==> src/core/bra_map.svh <==
// register offsets, field positions and reset values of the buffer read aligner
`ifndef BRA_MAP_SVH
`define BRA_MAP_SVH
`define BRA_LOC_W 3
`define BRA_CTRL_OFS 32'h0000_0000
`define BRA_STAT_OFS 32'h0000_0004
`define BRA_DATA_OFS 32'h0000_0008
`define BRA_CTRL_RST 32'h0000_0000
`define BRA_C_WIDTH 0
`define BRA_C_DIN 2
`define BRA_C_END 3
`define BRA_C_RSTATE 4
`define BRA_C_CONDA 5
`define BRA_C_CONDB 6
`define BRA_C_CONDC 7
`define BRA_C_BELOW5 8
`define BRA_S_KPRES 0
`define BRA_S_FULL 4
`define BRA_S_AGAIN 5
`define BRA_S_ENDEMPTY 6
`define BRA_S_PHASE 7
`define BRA_S_EMPTY 8
`define BRA_S_LOC 12
`define BRA_S_ROUTE 16
`endif

==> src/core/bra_pkg.sv <==
// shared types of the buffer read aligner
package bra_pkg;
   typedef enum logic [1:0] {W_SINGLE, W_TWO, W_FOUR, W_RSVD} width_t;
   typedef struct packed {
      logic [3:0][7:0] data;
      logic [3:0] present;
   } lane_word_t;
endpackage

==> src/core/buffer_read_byte_aligner.sv <==
// read side of the byte-lane data buffer with lane alignment and ahb-lite control
//
// Behaviour
// - four-byte data in: force out lane D early
// - full latch sets at read delay tap
// - write phase granted on full or end-empty
// - end-empty needs end of data, empty buffer
// - source decoder picks one lowest present lane
// - selected source lane is lowest holding data
// - destination picks lowest free lane, else D
// - equal lanes path 0; up 1,3,5
// - down lanes path 6,4,2; one path only
// - lane enables: path, strobe, width qualifiers
// - per-path lane gating by interface width
// - never copy a lane without presence
// - successive reads rotate into word-aligned stream
// - one-byte writes fill lane A successively
// - clear consumed source presence after read
// - flag location needing another read
// - read location counter steps after reads
// - step counter back on re-read tap
// - buffer address comes from read counter
// - output presence follows routed source presence
// - presence mapping follows the active path
// - write phase needs lane D presence; here also granted on end-empty or on count below five when not four-byte
// - consumed output register is cleared
//
// Chosen here: the register addresses and register access over AHB-Lite.
`timescale 1ns/100ps
`include "bra_map.svh"

module buffer_read_byte_aligner
   import bra_pkg::*;
#(
   parameter int LOC_W = `BRA_LOC_W
) (
   // clock and reset
   input wire logic hclk,
   input wire logic hresetn,
   // ahb-lite slave
   input wire logic hsel,
   input wire logic [31:0] haddr,
   input wire logic [1:0] htrans,
   input wire logic hwrite,
   input wire logic [2:0] hsize,
   input wire logic [31:0] hwdata,
   input wire logic hready,
   output logic hreadyout,
   output logic hresp,
   output logic [31:0] hrdata,
   // buffer write side
   input wire logic buf_write,
   input wire lane_word_t buf_wr_word,
   // read timing and output register hand-off
   input wire logic buffer_read_strobe,
   input wire logic out_take,
   output lane_word_t out_word,
   // phase control
   output logic out_full_latch,
   output logic end_and_empty,
   output logic datain_mem_write_phase
);

   localparam int DEPTH = 1 << LOC_W;

   // buffer store and state
   logic [3:0][7:0] mem_data [DEPTH];
   logic [3:0] pres_ff [DEPTH];
   logic [LOC_W-1:0] in_loc_ff, out_loc_ff, nxt_out_loc, buffer_location_addr;
   logic [1:0] wbyte_ff;
   logic [31:0] ctrl_ff, ctrl_view, addr_ff, hrdata_ff, status, rd_mux;
   logic wr_pend_ff, tap_ff, another_ff, full_ff, addr_phase;
   logic [3:0] k_pres_ff, nxt_k_pres, wr_pres;
   logic [3:0][7:0] k_data_ff, xfer_data, src_data;
   logic [3:0] src_pres, src_oh, dst_oh, gate, lane_xfer_enable, consumed;
   logic [6:0] route_sel;
   logic [2:0] lane_diff;
   logic [DEPTH-1:0] loc_busy;
   width_t width_sel;
   logic width_four_byte, width_not_four, width_single, width_not_single;
   logic data_in, end_data, buf_read_state, count_below_five;
   logic count_cond_a, count_cond_b, count_cond_c;
   logic src_any, xfer_go, force_kd, another_now, read_delay_tap;
   logic out_loc_dec_clock, full_set, buf_empty, wr_hit;
   logic src_lowest_lane_a, src_lowest_lane_b, src_lowest_lane_c, src_lowest_lane_d;
   logic dst_free_lane_a, dst_free_lane_b, dst_free_lane_c, dst_free_lane_d;

   // lowest set bit as one-hot, zero when none set
   function automatic logic [3:0] low_onehot(input logic [3:0] v);
      low_onehot = v & (~v + 4'h1);
   endfunction

   // one-hot lane to lane number
   function automatic logic [1:0] lane_idx(input logic [3:0] oh);
      lane_idx = {oh[3] | oh[2], oh[3] | oh[1]};
   endfunction

   // output lanes a path may fill, given the interface width
   function automatic logic [3:0] path_gate(input logic [6:0] rs, input logic single,
                                            input logic four);
      logic [3:0] m;
      m = 4'h0;
      if (rs[0]) m = m | {four, four, ~single, 1'b1};
      if (rs[1]) m = m | {four, ~single, 2'b10};
      if (rs[3]) m = m | {~single, 3'h4};
      if (rs[5]) m = m | 4'h8;
      if (rs[6]) m = m | {1'b0, four, four, ~single};
      if (rs[4]) m = m | 4'h3;
      if (rs[2]) m = m | 4'h1;
      path_gate = m;
   endfunction

   // software control fields
   assign width_sel = width_t'(ctrl_ff[`BRA_C_WIDTH +: 2]);
   assign width_four_byte = (width_sel == W_FOUR);
   assign width_not_four = !width_four_byte;
   assign width_single = (width_sel == W_SINGLE);
   assign width_not_single = !width_single;
   assign data_in = ctrl_ff[`BRA_C_DIN];
   assign end_data = ctrl_ff[`BRA_C_END];
   assign buf_read_state = ctrl_ff[`BRA_C_RSTATE];
   assign count_cond_a = ctrl_ff[`BRA_C_CONDA];
   assign count_cond_b = ctrl_ff[`BRA_C_CONDB];
   assign count_cond_c = ctrl_ff[`BRA_C_CONDC];
   assign count_below_five = ctrl_ff[`BRA_C_BELOW5];

   // addressed location during reads comes from the read counter
   assign buffer_location_addr = out_loc_ff;
   assign src_pres = pres_ff[buffer_location_addr];
   assign src_data = mem_data[buffer_location_addr];

   // align decoders
   assign src_any = |src_pres;
   assign src_oh = low_onehot(src_pres);
   assign dst_oh = (&k_pres_ff) ? 4'h8 : low_onehot(~k_pres_ff);
   assign {src_lowest_lane_d, src_lowest_lane_c, src_lowest_lane_b, src_lowest_lane_a} = src_oh;
   assign {dst_free_lane_d, dst_free_lane_c, dst_free_lane_b, dst_free_lane_a} = dst_oh;

   // path select from lane distance, wrapped modulo eight
   assign lane_diff = {1'b0, lane_idx(dst_oh)} - {1'b0, lane_idx(src_oh)};
   assign route_sel[0] = src_any & (lane_diff == 3'h0);
   assign route_sel[1] = src_any & (lane_diff == 3'h1);
   assign route_sel[3] = src_any & (lane_diff == 3'h2);
   assign route_sel[5] = src_any & (lane_diff == 3'h3);
   assign route_sel[6] = src_any & (lane_diff == 3'h7);
   assign route_sel[4] = src_any & (lane_diff == 3'h6);
   assign route_sel[2] = src_any & (lane_diff == 3'h5);
   assign gate = path_gate(route_sel, width_single, width_four_byte);

   // a read cycle only counts while the read state is up
   assign xfer_go = buffer_read_strobe & buf_read_state;

   // per-lane steering; the gate mask keeps wrapped indices out of range lanes
   for (genvar j = 0; j < 4; j++) begin : g_lane
      logic [1:0] sj, dj;
      assign sj = 2'(j) - lane_diff[1:0];
      assign dj = 2'(j) + lane_diff[1:0];
      assign lane_xfer_enable[j] = xfer_go & gate[j] & src_pres[sj];
      assign xfer_data[j] = src_data[sj];
      assign consumed[j] = xfer_go & gate[dj] & src_pres[j];
   end

   // early lane D presence when the count runs out first
   assign force_kd = xfer_go & data_in & width_four_byte &
                     ((src_lowest_lane_b & count_cond_a & route_sel[6]) |
                      (src_lowest_lane_c & count_cond_b & (route_sel[4] | route_sel[6])) |
                      (src_lowest_lane_d & count_cond_c &
                       (route_sel[2] | route_sel[4] | route_sel[6])));

   // output presence follows routed source presence
   assign nxt_k_pres = (out_take ? 4'h0 : k_pres_ff) | lane_xfer_enable |
                       {force_kd, 3'h0};

   // re-read and location stepping
   assign another_now = |(src_pres & ~consumed);
   assign read_delay_tap = tap_ff;
   assign out_loc_dec_clock = another_ff & buf_read_state & read_delay_tap;
   assign nxt_out_loc = out_loc_ff + LOC_W'(xfer_go) - LOC_W'(out_loc_dec_clock);

   // full latch and phase entry
   assign full_set = read_delay_tap & buf_read_state &
                     (k_pres_ff[3] | (width_not_four & count_below_five));
   for (genvar i = 0; i < DEPTH; i++) begin : g_busy
      assign loc_busy[i] = |pres_ff[i];
   end
   assign buf_empty = ~|loc_busy;
   assign end_and_empty = end_data & buf_empty;
   assign datain_mem_write_phase = data_in & (full_ff | end_and_empty);
   assign out_full_latch = full_ff;

   // one-byte interface writes one byte into lane A per location
   assign wr_pres = width_single ? {3'h0, buf_wr_word.present[wbyte_ff]}
                                 : buf_wr_word.present;
   assign wr_hit = buf_write & (in_loc_ff == out_loc_ff);

   // buffer data store, no reset needed since presence guards it
   always_ff @(posedge hclk) begin
      if (buf_write && width_single) begin
         mem_data[in_loc_ff][0] <= buf_wr_word.data[wbyte_ff];
      end else if (buf_write) begin
         mem_data[in_loc_ff] <= buf_wr_word.data;
      end
   end

   // presence store; a write to the read location wins over its clear
   always_ff @(posedge hclk or negedge hresetn) begin
      if (!hresetn) begin
         for (int i = 0; i < DEPTH; i++) begin
            pres_ff[i] <= 4'h0;
         end
      end else begin
         if (xfer_go && !wr_hit) begin
            // keep lane D while a re-read is due, else retire the location
            pres_ff[out_loc_ff] <= another_now ? (src_pres & ~{1'b0, consumed[2:0]})
                                               : 4'h0;
         end
         if (buf_write) begin
            pres_ff[in_loc_ff] <= wr_pres;
         end
      end
   end

   // write counters
   always_ff @(posedge hclk or negedge hresetn) begin
      if (!hresetn) begin
         in_loc_ff <= '0;
         wbyte_ff <= 2'h0;
      end else if (buf_write) begin
         in_loc_ff <= in_loc_ff + LOC_W'(1);
         wbyte_ff <= wbyte_ff + {1'b0, width_single};
      end
   end

   // read timing latches
   always_ff @(posedge hclk or negedge hresetn) begin
      if (!hresetn) begin
         out_loc_ff <= '0;
         tap_ff <= 1'b0;
         another_ff <= 1'b0;
         full_ff <= 1'b0;
         k_pres_ff <= 4'h0;
      end else begin
         out_loc_ff <= nxt_out_loc;
         tap_ff <= xfer_go;
         another_ff <= xfer_go ? another_now : another_ff;
         full_ff <= full_set | (full_ff & ~out_take);
         k_pres_ff <= nxt_k_pres;
      end
   end

   // output data lanes
   always_ff @(posedge hclk or negedge hresetn) begin
      if (!hresetn) begin
         k_data_ff <= '0;
      end else begin
         for (int j = 0; j < 4; j++) begin
            if (lane_xfer_enable[j]) begin
               k_data_ff[j] <= xfer_data[j];
            end
         end
      end
   end

   // one driver for the whole hand-off word
   assign out_word = '{data: k_data_ff, present: k_pres_ff};

   // ahb-lite slave: zero wait states, always okay
   assign hreadyout = 1'b1;
   assign hresp = 1'b0;
   assign hrdata = hrdata_ff;
   assign addr_phase = hsel & htrans[1] & hready;
   // forward a pending write so a read right behind it sees the new value
   assign ctrl_view = (wr_pend_ff && addr_ff == `BRA_CTRL_OFS) ? hwdata : ctrl_ff;

   // status word
   always_comb begin
      status = 32'h0000_0000;
      status[`BRA_S_KPRES +: 4] = k_pres_ff;
      status[`BRA_S_FULL] = full_ff;
      status[`BRA_S_AGAIN] = another_ff;
      status[`BRA_S_ENDEMPTY] = end_and_empty;
      status[`BRA_S_PHASE] = datain_mem_write_phase;
      status[`BRA_S_EMPTY] = buf_empty;
      status[`BRA_S_LOC +: LOC_W] = out_loc_ff;
      status[`BRA_S_ROUTE +: 7] = route_sel;
   end

   assign rd_mux = (haddr == `BRA_CTRL_OFS) ? ctrl_view :
                   (haddr == `BRA_STAT_OFS) ? status :
                   (haddr == `BRA_DATA_OFS) ? k_data_ff : 32'h0000_0000;

   // bus registers
   always_ff @(posedge hclk or negedge hresetn) begin
      if (!hresetn) begin
         wr_pend_ff <= 1'b0;
         addr_ff <= 32'h0000_0000;
         hrdata_ff <= 32'h0000_0000;
         ctrl_ff <= `BRA_CTRL_RST;
      end else begin
         wr_pend_ff <= addr_phase & hwrite;
         addr_ff <= addr_phase ? haddr : addr_ff;
         hrdata_ff <= (addr_phase && !hwrite) ? rd_mux : hrdata_ff;
         ctrl_ff <= ctrl_view;
      end
   end
endmodule

==> config.mk <==
export PLATFORM = sky130hd
export DESIGN_NAME = buffer_read_byte_aligner
export DESIGN_NICKNAME = d
export VERILOG_FILES = /design/src/core/bra_pkg.sv /design/src/core/buffer_read_byte_aligner.sv
export VERILOG_INCLUDE_DIRS = /design/src /design/src/core
export SDC_FILE = /design/constraint.sdc
export NUM_CORES = 1
export LEC_CHECK = 0
export ABC_AREA = 1
export BUFFER_PORTS_ARGS = -buffer_cell sky130_fd_sc_hd__buf_2
export CORE_ASPECT_RATIO = 0.75
export CORE_MARGIN = 8
export CORE_UTILIZATION = 45
export DETAILED_ROUTE_END_ITERATION = 10
export PLACE_DENSITY = 0.68
export SLEW_MARGIN = 20
export SYNTH_ARGS = -nofsm -noshare
export SYNTH_HDL_FRONTEND = slang
export SYNTH_SLANG_ARGS = --single-unit
==> constraint.sdc <==
create_clock -name hclk -period 8.4 [get_ports hclk]
set_input_delay 0 -clock hclk [delete_from_list [all_inputs] [get_ports hclk]]
set_output_delay 0 -clock hclk [all_outputs]
set_load 0.01 [all_outputs]
== Yosys cells after proc, flatten, opt, wreduce, memory -nomap -nowiden ==
Memories as Yosys holds them, arrays and structs flattened.
Cells that the tools add are included.

* Flip-flop bits (word level): 176
* Latch bits: 0
* Memory bits (writable): 256
* ROM bits: 0
* Output and inout port bits: 73
* Memories kept: 1

{| class="wikitable"
|+ Memory list
! memory !! depth !! bits a word !! read ports !! clocked after Yosys merged registers in !! wr ports !! line !! RTL
|-
| mem_data || 8 || 32 || 1 || 0 || 1 || buffer_read_byte_aligner.sv:67 || <nowiki>logic [3:0][7:0] mem_data [DEPTH];</nowiki>
|}

* Add/subtract/negate cells: 14
* Multipliers: 0
* Divide/modulo/power cells: 0
* Magnitude comparators: 13
* Equal/unequal tests: 10
* Shift operators: 0
* Multiplexer cells: 60
* Bitwise logic cells: 76
* Reduce and logical (&&, ||, !) cells: 18

{| class="wikitable"
|+ Operators with widths
! operator !! number
|-
| 32-bit two-way mux || 6
|-
| 8-bit binary-select mux with 2-bit select || 5
|-
| 32-bit bitwise mux || 2
|-
| 32-bit logical NOT || 2
|-
| 4-bit two-way mux || 13
|-
| 8-bit two-way mux || 6
|-
| 1-bit AND || 45
|-
| 32-bit by 3-bit equality test with 1-bit output, second input constant || 1
|-
| 32-bit by 4-bit equality test with 1-bit output, second input constant || 1
|-
| 32-bit OR reduction || 1
|-
| 2-bit by 3-bit less-than comparator with 1-bit output, second input constant || 9
|-
| 4-bit demux with 3-bit select || 2
|-
| 1-bit binary-select mux with 2-bit select || 9
|-
| 4-bit AND || 4
|-
| 4-bit inverter || 4
|-
| 4-bit OR || 4
|-
| 1-bit two-way mux || 15
|-
| 1-bit OR || 13
|-
| 4-bit binary-select mux with 3-bit select || 1
|-
| 3-bit inverter with 4-bit output || 3
|-
| 3-bit equality test, second input constant || 3
|-
| 4-bit by 1-bit adder with 4-bit output, second input constant || 2
|-
| 4-bit >= comparator, second input constant || 2
|-
| 4-bit by 1-bit less-than comparator with 1-bit output, second input constant || 2
|-
| 22 further kinds || 36
|}

== Logic depth before layout (Yosys ltp) ==
* Word-level depth: 33
* Gate-level depth with buffers: 33

== Worst setup path before layout ==
OpenSTA, ideal clock, no wires.

* Kind: reg-to-reg
* Start point: reg out_loc_ff[0] (netlist: buffer_location_addr[0])
* End point: reg pres_ff[31] (netlist name)
* Setup time: 117 ps
* Arrival time: 3840 ps
* Data required time: 8283 ps
* Setup slack: 4443 ps
* Stages on the path, launching flop included: 34
* Path through: dfrtp_1 > buf_6 > inv_6 > buf_8 > nand2_1 > nand3_1 > nand2_1 > nand2_1 > nand2_2 > buf_2 > nand3_1 > o21ai_0 > ha_1 > inv_1 > buf_1 > clkbuf_1 > ha_1 > inv_1 > nor2_1 > nand3_1 > nand2_1 > inv_1 > nand2_1 > nand2_1 > nand3_1 > nand3_1 > nand2_1 > nand2_1 > inv_2 > nand2_8 > nand2_2 > nand2_1 > nand2_1 > nand2_1

* Word-level cells in the longest chain between the ends: 33

{| class="wikitable"
|+ Ends and longest elaborated chain
! element !! line !! RTL
|-
| start, declared || buffer_read_byte_aligner.sv:69 || <nowiki>logic [LOC_W-1:0] in_loc_ff, out_loc_ff, nxt_out_loc, buffer_location_addr;</nowiki>
|-
| start signal, assigned || buffer_read_byte_aligner.sv:243 || <nowiki>out_loc_ff <= nxt_out_loc;</nowiki>
|-
| 3-bit inverter with 4-bit output || buffer_read_byte_aligner.sv:129, buffer_read_byte_aligner.sv:214 ||
|-
| 4-bit binary-select mux with 3-bit select || buffer_read_byte_aligner.sv:129 || <nowiki>assign src_pres = pres_ff[buffer_location_addr];</nowiki>
|-
| 4-bit two-way mux (not written as such) (2 in a row) || buffer_read_byte_aligner.sv:129 ||
|-
| 4-bit inverter || buffer_read_byte_aligner.sv:90 || <nowiki>low_onehot = v & (~v + 4'h1);</nowiki>
|-
| 4-bit by 1-bit adder with 4-bit output || buffer_read_byte_aligner.sv:90 ||
|-
| 4-bit AND || buffer_read_byte_aligner.sv:90 ||
|-
| 1-bit OR || buffer_read_byte_aligner.sv:95 || <nowiki>lane_idx = {oh[3] | oh[2], oh[3] | oh[1]};</nowiki>
|-
| 2-bit by 2-bit subtractor with 3-bit output || buffer_read_byte_aligner.sv:140 || <nowiki>assign lane_diff = {1'b0, lane_idx(dst_oh)} - {1'b0, lane_idx(src_oh)};</nowiki>
|-
| [16 not listed] || - ||
|-
| 4-bit inverter || buffer_read_byte_aligner.sv:175 || <nowiki>assign another_now = |(src_pres & ~consumed);</nowiki>
|-
| 4-bit AND || buffer_read_byte_aligner.sv:175 ||
|-
| 4-bit OR reduction || buffer_read_byte_aligner.sv:175 ||
|-
| 4-bit two-way mux || buffer_read_byte_aligner.sv:214 || <nowiki>pres_ff[out_loc_ff] <= another_now ? (src_pres & ~{1'b0, consumed[2:0]})</nowiki>
|-
| 32-bit bitwise mux || buffer_read_byte_aligner.sv:214 ||
|-
| 32-bit two-way mux * || buffer_read_byte_aligner.sv:212 || <nowiki>if (xfer_go && !wr_hit) begin</nowiki>
|-
| 32-bit bitwise mux || buffer_read_byte_aligner.sv:218 || <nowiki>pres_ff[in_loc_ff] <= wr_pres;</nowiki>
|-
| 32-bit two-way mux * || buffer_read_byte_aligner.sv:217 || <nowiki>if (buf_write) begin</nowiki>
|-
| end signal, assigned by index || buffer_read_byte_aligner.sv:214 ||
|-
| end signal, assigned by index || buffer_read_byte_aligner.sv:218 ||
|-
| end, declared || buffer_read_byte_aligner.sv:68 || <nowiki>logic [3:0] pres_ff [DEPTH];</nowiki>
|}

Mark *: on every way between the ends. The rest lies on a longest branch, timed or not. The select of a mux whose other input is x is not followed.
A chain may end at the register's enable or synchronous reset.

== Worst setup path in the final report ==
* Start point: reg out_loc_ff[0] (netlist: buffer_location_addr[0])
* End point: reg k_data_ff, in the netlist out_word[22]

* Word-level cells in the longest chain between the ends: 21

{| class="wikitable"
|+ Ends and longest elaborated chain
! element !! line !! RTL
|-
| 3-bit inverter with 4-bit output (not written as such) || buffer_read_byte_aligner.sv:129 ||
|-
| 4-bit binary-select mux with 3-bit select || buffer_read_byte_aligner.sv:129 ||
|-
| 4-bit two-way mux (not written as such) (2 in a row) || buffer_read_byte_aligner.sv:129 ||
|-
| 4-bit inverter || buffer_read_byte_aligner.sv:90 ||
|-
| 4-bit by 1-bit adder with 4-bit output || buffer_read_byte_aligner.sv:90 ||
|-
| 4-bit AND || buffer_read_byte_aligner.sv:90 ||
|-
| 1-bit OR || buffer_read_byte_aligner.sv:95 ||
|-
| 2-bit by 2-bit subtractor with 3-bit output || buffer_read_byte_aligner.sv:140 ||
|-
| [3 not listed] || - ||
|-
| 4-bit OR || buffer_read_byte_aligner.sv:104 || <nowiki>if (rs[1]) m = m | {four, ~single, 2'b10};</nowiki>
|-
| 4-bit two-way mux || buffer_read_byte_aligner.sv:104 ||
|-
| 4-bit OR || buffer_read_byte_aligner.sv:105 || <nowiki>if (rs[3]) m = m | {~single, 3'h4};</nowiki>
|-
| 4-bit two-way mux || buffer_read_byte_aligner.sv:105 ||
|-
| 4-bit two-way mux || buffer_read_byte_aligner.sv:106 || <nowiki>if (rs[5]) m = m | 4'h8;</nowiki>
|-
| 4-bit by 3-bit OR with 4-bit output || buffer_read_byte_aligner.sv:107 || <nowiki>if (rs[6]) m = m | {1'b0, four, four, ~single};</nowiki>
|-
| 4-bit two-way mux || buffer_read_byte_aligner.sv:107 ||
|-
| 1-bit AND (2 in a row) || buffer_read_byte_aligner.sv:158 || <nowiki>assign lane_xfer_enable[j] = xfer_go & gate[j] & src_pres[sj];</nowiki>
|-
| end signal, assigned by index || buffer_read_byte_aligner.sv:258 || <nowiki>k_data_ff[j] <= xfer_data[j];</nowiki>
|-
| end, declared || buffer_read_byte_aligner.sv:74 || <nowiki>logic [3:0][7:0] k_data_ff, xfer_data, src_data;</nowiki>
|}

Parallel ways exist; a longest one is shown, timed or not. The select of a mux whose other input is x is not followed.

==> run metrics <==
CP Capture Point out_word[22]$_DFFE_PN0P_; core area between 40000 and 50000 um2; cell with the most instances after synthesis nand2_1; clk slew on worst S/H paths 0.06 ns; Worst Skew between 0.015 and 0.02 ns; worst vdd ir roughly 0.17 mV; outcome finished clean; Vias/cell roughly 5.6; YS warnings 0; PortBufs around 180; synth cell count leaders 437 x nand2_1, 275 x o21ai_0, 256 x edfxtp_1, 206 x nor2_1, 176 x dfrtp_1; CP Depth 18; Syn Area/Cell about 9.7 um2; Post-Syn Area around 20000 um2; R2R depth 18; share of cells above drive strength 1 about 15%; Cell Area, Placed between 20000 and 25000 um2; DR iter-0 viols 1677; vias post-DR approximately 16000; sequential fraction of the synthesis area between 60 and 70%; Die Height slightly below 200 um; Clock Path Buffers 3; post-route cell area around 23000 um2; drt total wl between 50000 and 60000 um; Final Cycle Share roughly 66%; DR WL met2 between 20000 and 30000 um; CP bufs+invs 4; vias in the first global route approximately 16000; Post-synth top flop edfxtp_1; worst setup slack after layout ~2.8 ns; row count 66; crit path max-delay cell type inv_6; max incr delay on CP between 0.8 and 0.9 ns; Synthesized Nets 2160; die area approximately 51000 um2; Hold Vio Cnt, Final 0; CP delay by family, top buffers and inverters; endpoints failing setup 0; Crit Path Class flip-flop to flip-flop; Final ANT Viol Nets 0; Slew Limit Fails 0; Post-Place Worst Slack 2.624 ns; slew margin rel. between 20% and 30%; flop-to-flop setup slack between 2 and 3 ns; later-pin clock latency in the skew report around 0.56 ns; post-synth top area cell edfxtp_1; Nets ~2400; Synth Register Bits about 430; synthesized instance count 2034; CP Capture Type flip-flop; min cycle time layout approximately 5.6 ns; Top Metal Used met4; DRC viols 0; Crit Path Max Fanout ~150; RSZ-0062 raised after global routing no; Setup TNS 0 ns; Critical Path RT 8.86 ns; startpoint types flip-flop; htree depth 2; largest net degree at the start of global routing roughly 150; Post-CTS Hold Fix Bufs 93; Post-CTS Repair Setup Buffers 0; max_cap viols 0; crit-path cells inv_6 -> nand2_1 -> nand3_1 -> nand2_1 -> nand2_1 -> nand2_2 -> nand3_1 -> o21ai_0 -> ha_1 -> buf_4 -> inv_1 -> ha_1 -> nor2_1 -> a211oi_1 -> nand2_1 -> inv_1 -> o211ai_1 -> o21ai_0; IO Pins ~190; antenna cell count 0; wl on met1 24950 um; met3 routed WL between 4000 and 5000 um; post-detail-place hpwl about 37000 um; hold crit path type primary input to flip-flop; Post-synth ARST share 40.74%; ranking of synthesized cells by area edfxtp_1 39%, dfrtp_1 22%, nand2_1 8.3%; Die W between 200 and 300 um; global-route wire length before repair roughly 89000 um; Inserted Clock Buffers 43; f_max approximately 180 MHz; initial antenna violation count 0; CTS Sinks ~430; number of gates resized after cts 0; reg2reg start buffer_location_addr[0]$_DFF_PN0_; Tot GR Track Use between 20% and 30%; Lkg Pwr just under 0.01 uW; routed wire length per instance between 20 and 25 um; Initial Utilization 45.44%; worst setup path startpoint buffer_location_addr[0]$_DFF_PN0_; TritonCTS clock tree built; gp weighted congestion 0.8778; EDFF count, synth 256; Root Buffer clkbuf_16; Synth top area share about two fifths; unique cell type count in the Yosys netlist 47; r2r endpoint out_word[22]$_DFFE_PN0P_; GRT overflow 0; power per standard cell area ~290 nW/um2; Area Overhead vs Synth 19.23%; TritonRoute pass-1 iters 5; pin slew with the least headroom to its limit ~1.1 ns; Data arrival, critical path roughly 6 ns; most used cell, CP nand2_1
layout make-up:
cell class	count	area [um2]
multi-input combinational	1315	6451
sequential	432	12100
clock inverter	21	235.2
fill	3800	19830
tap	578	723.2
inverter	181	684.4
timing repair buffer	303	2078
clock buffer	53	1174
registers in the layout (all words and copies together) (netlist names):
signal,flops
mem_data,256
addr_ff,32
ctrl_ff,32
hrdata,32
out_word,32
pres_ff,32
k_pres_ff,4
buffer_location_addr,3
in_loc_ff,3
wbyte_ff,2
another_ff,1
out_full_latch,1
read_delay_tap,1
wr_pend_ff,1
metrics by stage:
| stage | hold WS [ns] | cells | power (uW) | utilization (%) |
|---|---|---|---|---|
| 6_report | 0.03695 | 2883 | 6750 | 54.18 |
| 3_3_place_gp | 0.1690 | 2715 | 4696 | 48.72 |
| 4_1_cts | 0.02048 | 2882 | 6742 | 54.12 |
| 3_5_place_dp | 0.1806 | 2715 | 4757 | 48.72 |
| 2_1_floorplan | -0.2956 | 2034 | 4084 | - |
| 5_1_grt | 0.06038 | 2883 | 7097 | 54.18 |
kinds of logic (layout without fill, tap and decap cells):
kind of cell	count (synthesis)	after routing	synth area share [%]
and+or+nand+nor	788	788	16.74
AOI/OAI and AO/OA	496	496	14.12
DFF	432	432	61.50
buffers and inverters	287	558	5.829
adders and majority gates	13	13	0.9037
muxes	13	13	0.7382
xor gates and xnor gates	3	3	0.1337
other	2	2	0.03820
report_power, final:
part	switching, uW	leakage [uW]	total [uW]	internal [uW]
registers	155	0.00436	2650	2490
logic	1540	0.00473	2150	615
clock network	807	0.000699	1950	1140
worst reg2reg max path: cells and delay by family, from the launching register on:
family / cells / cell delay, ns
AOI/OAI and AO/OA: 4 / 0.66
adders and majority gates: 2 / 1.02
buffers and inverters: 4 / 1.92
DFF: 1 / 0.67
and+or+nand+nor: 8 / 1.22
routing by layer:
layer	up-vias	GRT usage, %
met5	-	0
met4	0	6.260
met3	91	3.817
met2	709	35.44
met1	7774	31.02
li1	7478	-
how the worst min path moves through the flow:
stage	start	endpoint	slack (ns)	cells after the start
6_report	buffer_read_strobe	read_delay_tap$_DFF_PN0_	0.04	3
5_1_grt	buf_wr_word[4]	mem_data[2][0]$_DFFE_PP_	0.06	3
4_1_cts	htrans[1]	wr_pend_ff$_DFF_PN0_	0.02	4
3_5_place_dp	hresetn	ctrl_ff[25]$_DFF_PN0_	0.18	1
3_3_place_gp	hresetn	ctrl_ff[25]$_DFF_PN0_	0.17	1
2_1_floorplan	hresetn	addr_ff[0]$_DFFE_PN0P_	-0.30	0
layout by cell type (no fill, tap or decap), types with 2 or more instances in the layout:
| master | n |
|---|---|
| buf_2 | 178 |
| xor2_1 | 3 |
| dlygate4sd3_1 | 93 |
| conb_1 | 2 |
| a21oi_2 | 7 |
| o21ai_1 | 7 |
| clkinv_1 | 12 |
| o21ai_0 | 274 |
| dfrtp_1 | 174 |
| mux2_2 | 12 |
| clkbuf_1 | 4 |
| nand3_2 | 13 |
| clkbuf_8 | 6 |
| ha_1 | 11 |
| nand4_1 | 11 |
| a22oi_1 | 25 |
| nor2_2 | 10 |
| nand3_1 | 73 |
| inv_1 | 166 |
| nor3_1 | 13 |
| clkbuf_16 | 43 |
| inv_2 | 6 |
| a211oi_1 | 4 |
| nor2_1 | 197 |
| buf_4 | 30 |
| o211ai_1 | 22 |
| clkinv_2 | 9 |
| o22ai_1 | 83 |
| nor4_1 | 18 |
| fa_1 | 2 |
| nand2_2 | 8 |
| a31oi_1 | 13 |
| nand2_1 | 437 |
| bufinv_16 | 5 |
| inv_6 | 2 |
| edfxtp_1 | 256 |
| a21boi_0 | 2 |
| a21oi_1 | 56 |
| nor3_2 | 2 |
No activity file was read; power rests on OpenSTA's default activity.
